$ cat config.mk
export PLATFORM = sky130hd
export DESIGN_NAME = sca_port
export DESIGN_NICKNAME = d
export VERILOG_FILES = /design/src/hw/sca_pkg.sv /design/src/hw/sca_port.sv
export SDC_FILE = /design/constraint.sdc
export NUM_CORES = 1
export LEC_CHECK = 0
export BUFFER_PORTS_ARGS = -buffer_cell sky130_fd_sc_hd__buf_4
export CAP_MARGIN = 20
export CORE_MARGIN = 5
export CORE_UTILIZATION = 35
export CTS_CLUSTER_DIAMETER = 120
export DETAILED_ROUTE_END_ITERATION = 6
export PLACE_DENSITY = 0.62
export SLEW_MARGIN = 20
export SYNTH_ARGS = -nofsm -noshare
export SYNTH_HDL_FRONTEND = slang
export SYNTH_SLANG_ARGS = --single-unit
$ cat constraint.sdc
create_clock -name CLK_SYS -period 1.3 [get_ports CLK_SYS]
set_input_delay 0.26 -clock CLK_SYS [delete_from_list [all_inputs] [get_ports CLK_SYS]]
set_output_delay 0.26 -clock CLK_SYS [all_outputs]
set_load 0.005 [all_outputs]
$ cat src/hw/sca_pkg.sv
// Shared types and constants of the system coprocessor transfer port
package sca_pkg;

  // ************************************************************
  // Instruction layout and codes
  // ************************************************************
  typedef struct packed {
    logic [3:0] cond;
    logic [3:0] cls;
    logic [2:0] op1;
    logic       dir;
    logic [3:0] pri;
    logic [3:0] rd;
    logic [3:0] cpn;
    logic [2:0] op2;
    logic       xfer;
    logic [3:0] aux;
  } sca_instr_t;

  localparam logic [3:0] CLASS_CP = 4'he;
  localparam logic [2:0] CLASS_LDST = 3'h6;
  localparam logic [3:0] CPNUM_SYS = 4'hf;
  localparam logic [3:0] PC_REG = 4'hf;
  localparam logic [2:0] OP1_SYS = 3'h0;
  localparam logic [4:0] USER_MODE = 5'h10;

  // ************************************************************
  // Register locations and selectors
  // ************************************************************
  localparam logic [3:0] LOC_IDENT = 4'h0;
  localparam logic [3:0] LOC_CTRL = 4'h1;
  localparam logic [3:0] LOC_PTB = 4'h2;
  localparam logic [3:0] LOC_DOM = 4'h3;
  localparam logic [3:0] LOC_FSR = 4'h5;
  localparam logic [3:0] LOC_FAR = 4'h6;
  localparam logic [3:0] LOC_CACHE = 4'h7;
  localparam logic [3:0] LOC_TLBOP = 4'h8;
  localparam logic [3:0] LOC_LOCK = 4'h9;
  localparam logic [3:0] LOC_TLBLK = 4'ha;
  localparam logic [3:0] LOC_PID = 4'hd;
  localparam logic [3:0] LOC_TEST = 4'hf;
  localparam logic [2:0] OP2_PRIMARY = 3'h0;
  localparam logic [2:0] OP2_ALT = 3'h1;
  localparam logic [2:0] OP2_THIRD = 3'h2;
  localparam logic [3:0] AUX_TCMR = 4'h1;

  typedef enum logic [3:0] {
    P_CTRL, P_PTB, P_DOM, P_DFSR, P_IFSR, P_FAR, P_CACHE,
    P_CLOCK, P_TCMR, P_TLBLK, P_PID, P_CTX, P_TEST
  } sca_phys_t;
  localparam int NPHYS = 13;

  localparam logic [31:0] RST_WORD = 32'h0;
  localparam logic [23:0] FSR_PAD = 24'h0;

  // ************************************************************
  // Port carriers
  // ************************************************************
  typedef struct packed {
    logic       valid;
    logic [4:0] mode;
    sca_instr_t instr;
    logic [31:0] wdata;
  } sca_req_t;

  typedef struct packed {
    logic       done;
    logic       undef;
    logic       we;
    logic [3:0] idx;
    logic [31:0] rdata;
  } sca_resp_t;

  typedef struct packed {
    logic       data;
    logic       fetch;
    logic [3:0] status;
    logic [3:0] domain;
    logic [31:0] addr;
  } sca_abort_t;

  typedef struct packed {
    logic       valid;
    logic [2:0] op2;
    logic [3:0] aux;
    logic [31:0] data;
  } sca_maint_t;

endpackage

$ cat src/hw/sca_port.sv
// Register transfer port of the system control coprocessor
//
// How it works
// - Transfer recognised by 1110 at 27:24, 1111 at 11:8, bit 4 set
// - Direction bit zero writes the coprocessor, one reads it
// - Write transfer copies core register value into addressed register
// - Read transfer returns addressed register into core register
// - Primary register number comes from bits 19 to 16
// - Core register from bits 15:12; program counter must not be named
// - Auxiliary field bits 3:0 gives a register dependent action
// - Secondary opcode bits 7:5 selects operation, zero by default
// - Primary opcode in bits 23:21 is a coprocessor specific code
// - Transfers allowed only from privileged mode, refused from user
// - Data operation, load and store to this unit are undefined
// - Sixteen register locations numbered 0 to 15
// - Locations 0, 5 and 13 chosen further by secondary opcode
// - Location 9 chosen by auxiliary field: lockdown or memory region
// - Fault status records abort cause and domain
// - Fault address holds address of latest data abort
module sca_port #(
  // Arbitrary value
  parameter logic [31:0] IDENT_CODE = 32'h0000_0001,
  parameter logic [31:0] CACHE_INFO = 32'h0,
  parameter logic [31:0] TIGHTLY_COUPLED_MEMORY_STATUS = 32'h0
) (
  input wire logic CLK_SYS,
  input wire logic RSTN,
  input wire sca_pkg::sca_req_t CP_REQ,
  input wire sca_pkg::sca_abort_t ABORT,
  output sca_pkg::sca_resp_t CP_RESP,
  output sca_pkg::sca_maint_t CACHE_OP,
  output sca_pkg::sca_maint_t TLB_OP,
  output logic [31:0] SYS_CTRL,
  output logic [31:0] PT_BASE,
  output logic [31:0] DOMAIN_PERM,
  output logic [31:0] PROC_ID
);

  // ************************************************************
  // Decode
  // ************************************************************
  sca_pkg::sca_instr_t ins;
  logic is_sys;
  logic is_xfer;
  logic is_other;
  logic priv;
  logic accept;
  logic refuse;
  logic wr_hit;
  logic sel_hit;
  sca_pkg::sca_phys_t sel;
  logic [31:0] rd_val;
  logic [31:0] store [sca_pkg::NPHYS];
  logic [sca_pkg::NPHYS-1:0] hw_set;
  logic [31:0] hw_val [sca_pkg::NPHYS];

  assign ins = CP_REQ.instr;
  assign is_sys = CP_REQ.valid && ins.cpn == sca_pkg::CPNUM_SYS;
  assign is_xfer = is_sys && ins.cls == sca_pkg::CLASS_CP
                   && ins.xfer;
  // Other coprocessor classes aimed here are bounced, never run
  assign is_other = is_sys
                    && ((ins.cls == sca_pkg::CLASS_CP && !ins.xfer)
                    || ins.cls[3:1] == sca_pkg::CLASS_LDST);
  assign priv = CP_REQ.mode != sca_pkg::USER_MODE;
  assign accept = is_xfer && priv
                  && ins.op1 == sca_pkg::OP1_SYS;
  assign refuse = (is_xfer || is_other) && !accept;
  assign wr_hit = accept && !ins.dir && sel_hit;

  // ************************************************************
  // Location to physical register
  // ************************************************************
  always_comb begin
    sel_hit = 1'b1;
    sel = sca_pkg::P_CTRL;
    case (ins.pri)
      sca_pkg::LOC_CTRL: sel = sca_pkg::P_CTRL;
      sca_pkg::LOC_PTB: sel = sca_pkg::P_PTB;
      sca_pkg::LOC_DOM: sel = sca_pkg::P_DOM;
      sca_pkg::LOC_FSR: begin
        if (ins.op2 == sca_pkg::OP2_ALT) begin
          sel = sca_pkg::P_IFSR;
        end else begin
          sel = sca_pkg::P_DFSR;
        end
      end
      sca_pkg::LOC_FAR: sel = sca_pkg::P_FAR;
      sca_pkg::LOC_CACHE: sel = sca_pkg::P_CACHE;
      sca_pkg::LOC_LOCK: begin
        if (ins.aux == sca_pkg::AUX_TCMR) begin
          sel = sca_pkg::P_TCMR;
        end else begin
          sel = sca_pkg::P_CLOCK;
        end
      end
      sca_pkg::LOC_TLBLK: sel = sca_pkg::P_TLBLK;
      sca_pkg::LOC_PID: begin
        if (ins.op2 == sca_pkg::OP2_ALT) begin
          sel = sca_pkg::P_CTX;
        end else begin
          sel = sca_pkg::P_PID;
        end
      end
      sca_pkg::LOC_TEST: sel = sca_pkg::P_TEST;
      // Identity, buffer maintenance and reserved hold no store
      default: sel_hit = 1'b0;
    endcase
  end

  // ************************************************************
  // Read data
  // ************************************************************
  always_comb begin
    rd_val = sca_pkg::RST_WORD;
    if (ins.pri == sca_pkg::LOC_IDENT) begin
      case (ins.op2)
        sca_pkg::OP2_ALT: rd_val = CACHE_INFO;
        sca_pkg::OP2_THIRD: rd_val = TIGHTLY_COUPLED_MEMORY_STATUS;
        default: rd_val = IDENT_CODE;
      endcase
    end else if (sel_hit) begin
      rd_val = store[sel];
    end
  end

  // ************************************************************
  // Hardware updates from aborts
  // ************************************************************
  always_comb begin
    for (int k = 0; k < sca_pkg::NPHYS; k++) begin
      hw_set[k] = 1'b0;
      hw_val[k] = sca_pkg::RST_WORD;
    end
    hw_set[sca_pkg::P_DFSR] = ABORT.data;
    hw_val[sca_pkg::P_DFSR] = {sca_pkg::FSR_PAD, ABORT.domain,
                               ABORT.status};
    hw_set[sca_pkg::P_IFSR] = ABORT.fetch;
    hw_val[sca_pkg::P_IFSR] = {sca_pkg::FSR_PAD, ABORT.domain,
                               ABORT.status};
    hw_set[sca_pkg::P_FAR] = ABORT.data;
    hw_val[sca_pkg::P_FAR] = ABORT.addr;
  end

  // ************************************************************
  // Register storage
  // ************************************************************
  // An abort in the same cycle as a software write wins, so a
  // fault record is never lost to a handler's own write
  for (genvar g = 0; g < sca_pkg::NPHYS; g++) begin : g_reg
    always_ff @(posedge CLK_SYS or negedge RSTN) begin
      if (!RSTN) begin
        store[g] <= sca_pkg::RST_WORD;
      end else if (hw_set[g]) begin
        store[g] <= hw_val[g];
      end else if (wr_hit && sel == sca_pkg::sca_phys_t'(g)) begin
        store[g] <= CP_REQ.wdata;
      end
    end
  end

  assign SYS_CTRL = store[sca_pkg::P_CTRL];
  assign PT_BASE = store[sca_pkg::P_PTB];
  assign DOMAIN_PERM = store[sca_pkg::P_DOM];
  assign PROC_ID = store[sca_pkg::P_PID];

  // ************************************************************
  // Answer to the core
  // ************************************************************
  always_ff @(posedge CLK_SYS or negedge RSTN) begin
    if (!RSTN) begin
      CP_RESP <= '0;
    end else begin
      CP_RESP.done <= accept;
      CP_RESP.undef <= refuse;
      // Naming the program counter gives no writeback at all
      CP_RESP.we <= accept && ins.dir
                    && ins.rd != sca_pkg::PC_REG;
      CP_RESP.idx <= ins.rd;
      if (accept && ins.dir) begin
        CP_RESP.rdata <= rd_val;
      end else begin
        CP_RESP.rdata <= sca_pkg::RST_WORD;
      end
    end
  end

  // ************************************************************
  // Maintenance strobes
  // ************************************************************
  always_ff @(posedge CLK_SYS or negedge RSTN) begin
    if (!RSTN) begin
      CACHE_OP <= '0;
    end else begin
      CACHE_OP.valid <= accept && !ins.dir
                        && ins.pri == sca_pkg::LOC_CACHE;
      CACHE_OP.op2 <= ins.op2;
      CACHE_OP.aux <= ins.aux;
      CACHE_OP.data <= CP_REQ.wdata;
    end
  end

  // Reads of this location give zero: the value is undefined
  always_ff @(posedge CLK_SYS or negedge RSTN) begin
    if (!RSTN) begin
      TLB_OP <= '0;
    end else begin
      TLB_OP.valid <= accept && !ins.dir
                      && ins.pri == sca_pkg::LOC_TLBOP;
      TLB_OP.op2 <= ins.op2;
      TLB_OP.aux <= ins.aux;
      TLB_OP.data <= CP_REQ.wdata;
    end
  end
endmodule

## After elaboration in Yosys (flattened, before gate mapping)

Index checks and enable logic that the tools add are counted.

- Register bits after elaboration: 496
- Input bits: 114
- Output and inout port bits: 247

- Order comparisons: 1
- Eq/ne operators: 31
- Mux-type cells: 18
- Bitwise logic cells: 1
- Reductions and logical operators: 40

Operator list:

| cell | count |
|---|---|
| 32-bit two-way mux | 11 |
| 32-bit binary-select mux with 4-bit select | 1 |
| 4-bit == test, second input constant | 12 |
| 4-bit one-hot mux with 9 select lines | 1 |
| 4-bit by 3-bit == test with 1-bit output, second input constant | 7 |
| 1-bit logical AND | 27 |
| 4-bit by 2-bit == test with 1-bit output, second input constant | 4 |
| 4-bit by 1-bit == test with 1-bit output, second input constant | 3 |
| 10-bit OR reduction | 1 |
| 4-bit zero test | 2 |
| 2-bit nonzero test | 3 |
| 5-bit >= comparator, second input constant | 1 |
| 5-bit inequality test, second input constant | 1 |
| 4-bit inverter with 5-bit output | 1 |
| 4-bit two-way mux | 1 |
| 4-bit inequality test, second input constant | 1 |
| 3-bit by 1-bit == test with 1-bit output, second input constant | 1 |
| 3-bit by 2-bit == test with 1-bit output, second input constant | 1 |
| 3-bit == test, second input constant | 1 |
| 1-bit zero test | 3 |
| 3-bit zero test | 1 |
| 1-bit two-way mux | 3 |
| 3-bit two-way mux | 1 |
| 1-bit logical OR | 2 |
| 2-bit OR reduction | 1 |

## Depth between registers and ports, before layout

Gate-level depths: netlist of the first run.

- Depth in word-level cells: 11
- Depth in mapped cells: 11
- Depth with buffers taken out: 7

## Worst setup path before layout of the first run

Ideal clock, no wire load.

- Kind: input port to flip-flop
- Start point: input CP_REQ[33] (netlist name)
- End point: register store[292] (netlist name)
- Setup time: 125 ps
- Arrival time: 2,270 ps
- Required time: 1,175 ps
- Setup slack: -1,095 ps
- Cell stages on the path: 8
- Buffers on the path: 2
- Path through: or4b_4 -> o21a_1 -> o311a_1 -> buf_6 -> nand4_2 -> buf_4 -> mux2_2 -> mux2_2

- Word-level cells in the longest chain between the ends: 6

Ends and longest elaborated chain:

| item | line | source |
|---|---|---|
| start: declaration | sca_port.sv:28 | `input wire sca_pkg::sca_req_t CP_REQ,` |
| 4-bit by 1-bit == test with 1-bit output | sca_port.sv:91 | `if (ins.aux == sca_pkg::AUX_TCMR) begin` |
| 4-bit two-way mux | sca_port.sv:91 |  |
| 4-bit one-hot mux with 9 select lines | sca_port.sv:77 | `case (ins.pri)` |
| 4-bit by 2-bit == test with 1-bit output | sca_port.sv:156 | `end else if (wr_hit && sel == sca_pkg::sca_phys_t'(g)) begin` |
| 1-bit logical AND | sca_port.sv:156 |  |
| 2-bit nonzero test (no line) | - |  |
| end signal: indexed assignment | sca_port.sv:153 | `store[g] <= sca_pkg::RST_WORD;` |
| end signal: indexed assignment | sca_port.sv:155 | `store[g] <= hw_val[g];` |
| end signal: indexed assignment | sca_port.sv:157 | `store[g] <= CP_REQ.wdata;` |
| end: declaration | sca_port.sv:53 | `logic [31:0] store [sca_pkg::NPHYS];` |

No other way between the ends.
A chain may end at the register's enable or synchronous reset.

## Final worst setup path of the first run

- Start point: input CP_REQ[33] (netlist name)
- End point: register store (netlist bit PROC_ID[14])

- Word-level cells in the longest chain between the ends: 5

Ends and longest elaborated chain:

| item | line |
|---|---|
| 4-bit by 1-bit == test with 1-bit output | sca_port.sv:91 |
| 4-bit two-way mux | sca_port.sv:91 |
| 4-bit one-hot mux with 9 select lines | sca_port.sv:77 |
| 4-bit == test | sca_port.sv:156 |
| 1-bit logical AND | sca_port.sv:156 |

No other way between the ends.

==> results by group, run 1 <==
Clock network
  • Root Buffer: clkbuf_16
  • Sink Count: 496
  • CTS clk-pin slew, worst paths: 0.06 ns
  • H-tree lvl count: 2
  • CTS Buf Count: 53
  • Clk Latency, worst-skew pair: around 0.62 ns
  • Max clock buf depth: 3
  • CTS tree: done

Yosys
  • Number of synthesized flops with an enable pin: 0
  • Mean Syn Cell Area: 11.7 µm²
  • Top cell type's share of synthesized area: 53.7%
  • Seq/Total Area, Yosys: between 50% and 60%
  • Number of synthesized register bits: 496
  • Syn Nets: 2,095
  • Syn Inst Count: roughly 2,000
  • Top post-synthesis cells by area: dfrtp_1 54%, mux2_2 15%, buf_4 5.5%, nand2_1 4.5%, mux2i_1 2.9%
  • Synth Flop Type: dfrtp_1
  • Yosys Warn Count: 0
  • Post-synth top area cell: dfrtp_1
  • Synthesized area: around 23,000 µm²
  • Synth cell types: 64
  • Ys async rst share: 100%

Routing
  • Drt pass-1 iters: 5
  • Antenna-violating nets left: 0
  • Vias per inst: 5.36
  • # DRC: 0
  • Vias post-DR: about 18,000
  • DRT iter0 DRCs: around 1,400
  • DRT Wirelength: 78.8 mm
  • DR WL/cell: 24.0 µm

Global routing
  • Gr usage total: 21.4%
  • Largest net degree at the start of global routing: 69
  • Busiest grt layer: met2
  • Met1 usage: 28.8%
  • Via count of the first global-routing pass: 18,700
  • Initial antenna violation count: 1
  • GR Overflow Total: 0
  • Met2 Use GR: about 36%
  • Met3 Resource Use GR: approximately 3.7%
  • First-pass GRT wire length: between 100 and 150 mm

Die
  • IO Pins: 361
  • Initial Util: between 30% and 40%
  • FP Rows: 94
  • Placeable Area: between 60,000 and 70,000 µm²
  • Die area: just over 70,000 µm²
  • Die X: 267 µm
  • Die H: 267 µm

Critical path
  • CP peak stage delay: 0.57 ns
  • Delay-heaviest family, CP: simple AND/OR/NAND/NOR gates
  • Critical path arrival: ~2.4 ns
  • Critical Path End Type: flop
  • WP data required: 1.78 ns
  • CP Launch Type: input pin
  • Reg2reg setup slack: -0.23 ns
  • CP cell instances: buf_6, or4b_4, o21a_1, o311a_4, and2_4, nand3_4, buf_12, mux2_2
  • WS Path Type: in -> reg
  • CP max-delay cell: or4b_4
  • Buf/Inv on CP: 2
  • Crit Path Max Fanout: 18

STA
  • Achievable Freq: 520 MHz
  • Final setup vio count: 696
  • Final Hold Viols: 1
  • Final Max Tran Viols: 0
  • Final min period: 1.92 ns
  • Worst slew pin tran: 0.531 ns
  • RSZ-0062 raised after global routing: yes
  • Relative slew slack: 64.6%
  • Slack of the critical path: -0.622 ns
  • Hold Slack: -0.0298 ns
  • Final Cycle Share: 148%
  • Fin Clk Skew: 0.0223 ns

Run status
  • Violations in the final reports: negative hold slack, negative setup slack
  • Status: finished with violations

Pwr
  • Seq pwr share: between 40% and 50%
  • Clock network fraction of total power: 44.7%
  • Switching part of the total: 24.7%
  • Pint: 0.0265 W
  • Static leakage: 16.0 nW
  • Maximum vdd drop: 929 µV
  • Switch Pwr: 0.00869 W
  • PwrDens: between 1000 and 1500 nW/µm²
  • Comb power frac: 10.4%

Cells and area
  • Area growth syn-to-layout: 39.1%
  • Highest-count cells in the layout ignoring fill and taps: 496 x dfrtp_1, 463 x buf_4, 258 x nand2_1, 190 x mux2_4, 148 x mux2_2
  • Fraction of layout cells with a size suffix above 1: between 40% and 50%
  • Post-Layout Cell Count: 3,284
  • Fin nets: approximately 2,500
  • Most common cell after layout, fill and taps aside: dfrtp_1
  • Design area: roughly 32,000 µm²
  • Layout Utilization: 49.0%

Placement
  • Place WS: -1.27 ns
  • Port bufs: between 300 and 400
  • GPL Wtd Cong: about 0.84
  • Final HPWL DP: 51.3 mm
  • Dpl cell area: ~28,000 µm²
  • Placed cell count: 3,053

Job
  • Max-Cap Viols: 0

Min path
  • HP Class: in -> reg
[final cells by class]
class | count | area, µm²
Fill cell | 5702 | 33500
Sequential cell | 496 | 12400
Multi-Input combinational cell | 1142 | 9910
Timing Repair Buffer | 682 | 6880
Clock buffer | 73 | 1530
Tap cell | 864 | 1080
Clock inverter | 23 | 312
Inverter | 3 | 11.3
Antenna cell | 1 | 2.50
[sequential cells by signal, indices dropped and copies added, names as in the netlist]
name	cells
TLB_OP	40
CP_RESP	39
PT_BASE	32
store	288
SYS_CTRL	32
CACHE_OP	1
PROC_ID	32
DOMAIN_PERM	32
[per-stage QoR]
stage                     TNS (ns)  power [W]
after floorplan            -380.08     0.0174
after global placement     -519.18     0.0192
after detailed placement   -525.53     0.0193
after CTS                  -242.32     0.0355
after global routing       -280.09     0.0364
final                      -254.35     0.0352
[path summary, 6_finish.rpt]
kind	from	end	cells after the start
setup / recovery	CP_REQ[33]	PROC_ID[14]	8
hold / removal	ABORT[12]	store[236]	3
setup reg to reg	PT_BASE[0]	CP_RESP[0]	6
hold reg to reg	store[172]	store[172]	1
max in group asynchronous	RSTN	PROC_ID[16]	4
min in group asynchronous	RSTN	CP_RESP[34]	2
[synth_stat cells, drive strengths merged (32+ instances only)]
cell    count
a211oi     32
a21oi      60
a31oi      61
buf       227
clkbuf    113
dfrtp     496
mux2      338
mux2i      66
nand2     276
nand3      42
o21ai      45
o221ai     60
o22ai      33
o311a      32
[cell families after synthesis]
| kind of cell | share of synthesized area (%) |
|---|---|
| AOI/OAI and AO/OA | 10.4 |
| xor gates and xnor gates | 0.0379 |
| muxes | 19.8 |
| buffers and inverters | 8.70 |
| and+or+nand+nor | 7.29 |
| DFF | 53.7 |
[per-layer routing]
layer | routed length, µm | share of wire, % | vias to the layer above
li1 | - | - | 7738
met1 | 33000 | 42 | 9009
met2 | 38400 | 49 | 716
met3 | 5310 | 6.7 | 135
met4 | 2120 | 2.7 | 0
met5 | 0 | 0 | -
[power by group through the flow]
stage          clock network (W)  logic (W)  registers (W)
2_1_floorplan                  0    0.00138         0.0160
3_3_place_gp                   0    0.00315         0.0160
3_5_place_dp                   0    0.00321         0.0161
4_1_cts                   0.0161    0.00364         0.0158
5_1_grt                   0.0167    0.00394         0.0158
6_report                  0.0157    0.00368         0.0158
[worst reg2reg max path: cells and delay by family (launching register included)]
kind,cells,cell delay (ns)
buf+inv,2,0.31
compound gates,4,0.78
flops,1,0.39
[repair_timing]
item                                    CTS  global route
gates cloned                             17             1
endpoints found under the hold margin   520             0
pin swaps                                31             4
hold buffers                             85             0
setup buffers                            30             6
endpoints found under the setup margin  696           697
resized for setup                       160            37
Note: power is estimated with default switching activity, not from simulation.
==> run 2: changes to the inputs <==
ABC_CLOCK_PERIOD_IN_PS = 2200   (was unset)
clock period = 2.2 ns   (was 1.3 ns; I/O delays follow)
==> results by group, run 2 (synthesis results as in run 1) <==
Die
  • Die area: 71,300 µm²
  • Initial Util: about a third
  • Die X: 267 µm
  • Die H: roughly 270 µm
  • FP Rows: 94
  • IO Pins: 361
  • Placeable Area: 65,600 µm²

Routing
  • Met3 wire len: 4.61 mm
  • DRT met1 WL: 31.3 mm
  • Antenna-violating nets left: 0
  • # DRC: 0
  • Drt pass-1 iters: 5
  • Max Used Layer: met5
  • DRT iter0 DRCs: about 1,400
  • WL met2: 35.8 mm
  • DR WL/cell: 23.7 µm
  • Vias post-DR: approximately 17,000
  • Vias per inst: about 5.4
  • DRT Wirelength: between 70 and 80 mm

Clock network
  • CTS tree: done
  • CTS Buf Count: 53
  • H-tree lvl count: 2
  • Root Buffer: clkbuf_16
  • CTS clk-pin slew, worst paths: 0.06 ns
  • Max clock buf depth: 3
  • Clk Latency, worst-skew pair: 0.61 ns
  • Sink Count: 496

Min path
  • Min-Delay Endpoint: TLB_OP[24]
  • HP Class: in -> reg
  • Worst Hold Depth: 1
  • Hold path startpoint: CP_REQ[24]

Cells and area
  • Largest register by flop count: store
  • Top Registers: store x288, TLB_OP x40, CP_RESP x39
  • ANT cells: 0
  • Area growth syn-to-layout: 27.0%
  • Highest-count cells in the layout ignoring fill and taps: 496 x dfrtp_1, 446 x buf_4, 277 x mux2_2, 273 x nand2_1, 66 x buf_12
  • Most common cell after layout, fill and taps aside: dfrtp_1
  • Max FFs per register: 288
  • Fraction of layout cells with a size suffix above 1: 43.9%
  • Post-Layout Cell Count: 3,127
  • Fin nets: 2,334

Critical path
  • WS Path Type: in -> reg
  • CP Launch Type: input pin
  • Worst r2r dst: CP_RESP[0]
  • Start of the worst register-to-register path: DOMAIN_PERM[0]
  • Cells on worst reg2reg path: 4
  • CP peak stage delay: 0.56 ns
  • Delay-heaviest family, CP: compound AO/OA/AOI/OAI gates
  • Critical Path End Type: flop
  • CP max-delay cell: or4b_4
  • Critical path arrival: about 2.7 ns
  • WP data required: 2.74 ns
  • Buf/Inv on CP: 3
  • CP cell instances: buf_4, or4b_4, o311a_1, nand2_2, buf_12, buf_4, a21oi_1, a211oi_1, o311a_1
  • Reg2reg setup slack: 0.89 ns
  • Crit Path Max Fanout: 17

STA
  • Achievable Freq: 459 MHz
  • Final min period: 2.18 ns
  • Worst slew pin tran: around 0.63 ns
  • Hold Slack: around 0.05 ns
  • RSZ-0062 raised after global routing: no
  • Final Max Tran Viols: 0
  • Final Hold Viols: 0
  • Final Cycle Share: 98.9%
  • Relative slew slack: 58.1%
  • Fin Clk Skew: 0.0208 ns
  • Final setup vio count: 0

Placement
  • Final HPWL DP: roughly 50 mm
  • Placed cell count: approximately 3,000
  • Port bufs: approximately 360
  • GPL Wtd Cong: roughly 0.83

Global routing
  • Initial antenna violation count: 1
  • First-pass GRT wire length: roughly 110 mm
  • Largest net degree at the start of global routing: 77
  • GR Overflow Total: 0
  • Via count of the first global-routing pass: roughly 18,000
  • Gr usage total: 20.2%

Pwr
  • Static leakage: 14.6 nW
  • PwrDens: 714 nW/µm²
  • Maximum vdd drop: 604 µV

Job
  • Max-Cap Viols: 0

Run status
  • Status: finished clean
run 2: changes by cell type in the layout (fill, tap and decap cells not counted), sizes merged, moves of 2 or more:
cell         change
buf             -78
bufbuf           -4
clkinvlp         +2
bufinv           +5
dlygate4sd3     -75
clkbuf           -6
run 2: layout make-up:
class,count,area [µm²]
Fill cell,6006,36300
Sequential cell,496,12400
Multi-Input combinational cell,1142,9120
Timing Repair Buffer,524,4800
Clock buffer,68,1470
Tap cell,864,1080
Clock inverter,30,459
Inverter,3,11.3
run 2: how the worst max path moves through the flow:
stage / startpoint / end / slack (ns) / cells past startpoint
after floorplan: CP_REQ[33] / DOMAIN_PERM[10] / -0.36 / 9
after global placement: CP_REQ[33] / CP_RESP[0] / -0.58 / 8
after detailed placement: CP_REQ[33] / CP_RESP[30] / -0.59 / 10
after CTS: CP_REQ[33] / CP_RESP[0] / 0.06 / 8
after global routing: CP_REQ[33] / CP_RESP[28] / 0.05 / 9
final: CP_REQ[33] / CP_RESP[28] / 0.02 / 9
run 2: per-stage QoR:
stage / cell area (µm²) / power, W / TNS [ns] / setup WS (ns) / utilization [%]
finish: 29400 / 0.0210 / 0 / 0.0235 / 44.7
global route: 29400 / 0.0217 / 0 / 0.0452 / 44.7
CTS: 29300 / 0.0212 / 0 / 0.0614 / 44.7
detailed placement: 27300 / 0.0113 / -175.46 / -0.587 / 41.6
global placement: 27300 / 0.0113 / -162.55 / -0.579 / 41.6
floorplan: 23700 / 0.0103 / -56.94 / -0.357 / -
run 2: report_power, final:
group	internal, W	switching [W]
clock network	0.00594	0.00386
registers	0.00924	0.0000775
logic	0.000730	0.00111
run 2: timing repair:
item                                    4_1_cts  5_1_grt
hold buffers                                 10        0
endpoints found under the setup margin        0        2
setup buffers                                 0        1
gates resized for setup                       0        1
endpoints found under the hold margin        55        0
run 2: routing by layer:
layer | up-vias | GRT usage (%)
met1 | 8776 | 27.1
li1 | 7432 | -
met2 | 620 | 33.3
met4 | 2 | 6.26
met3 | 140 | 3.98
met5 | - | 0
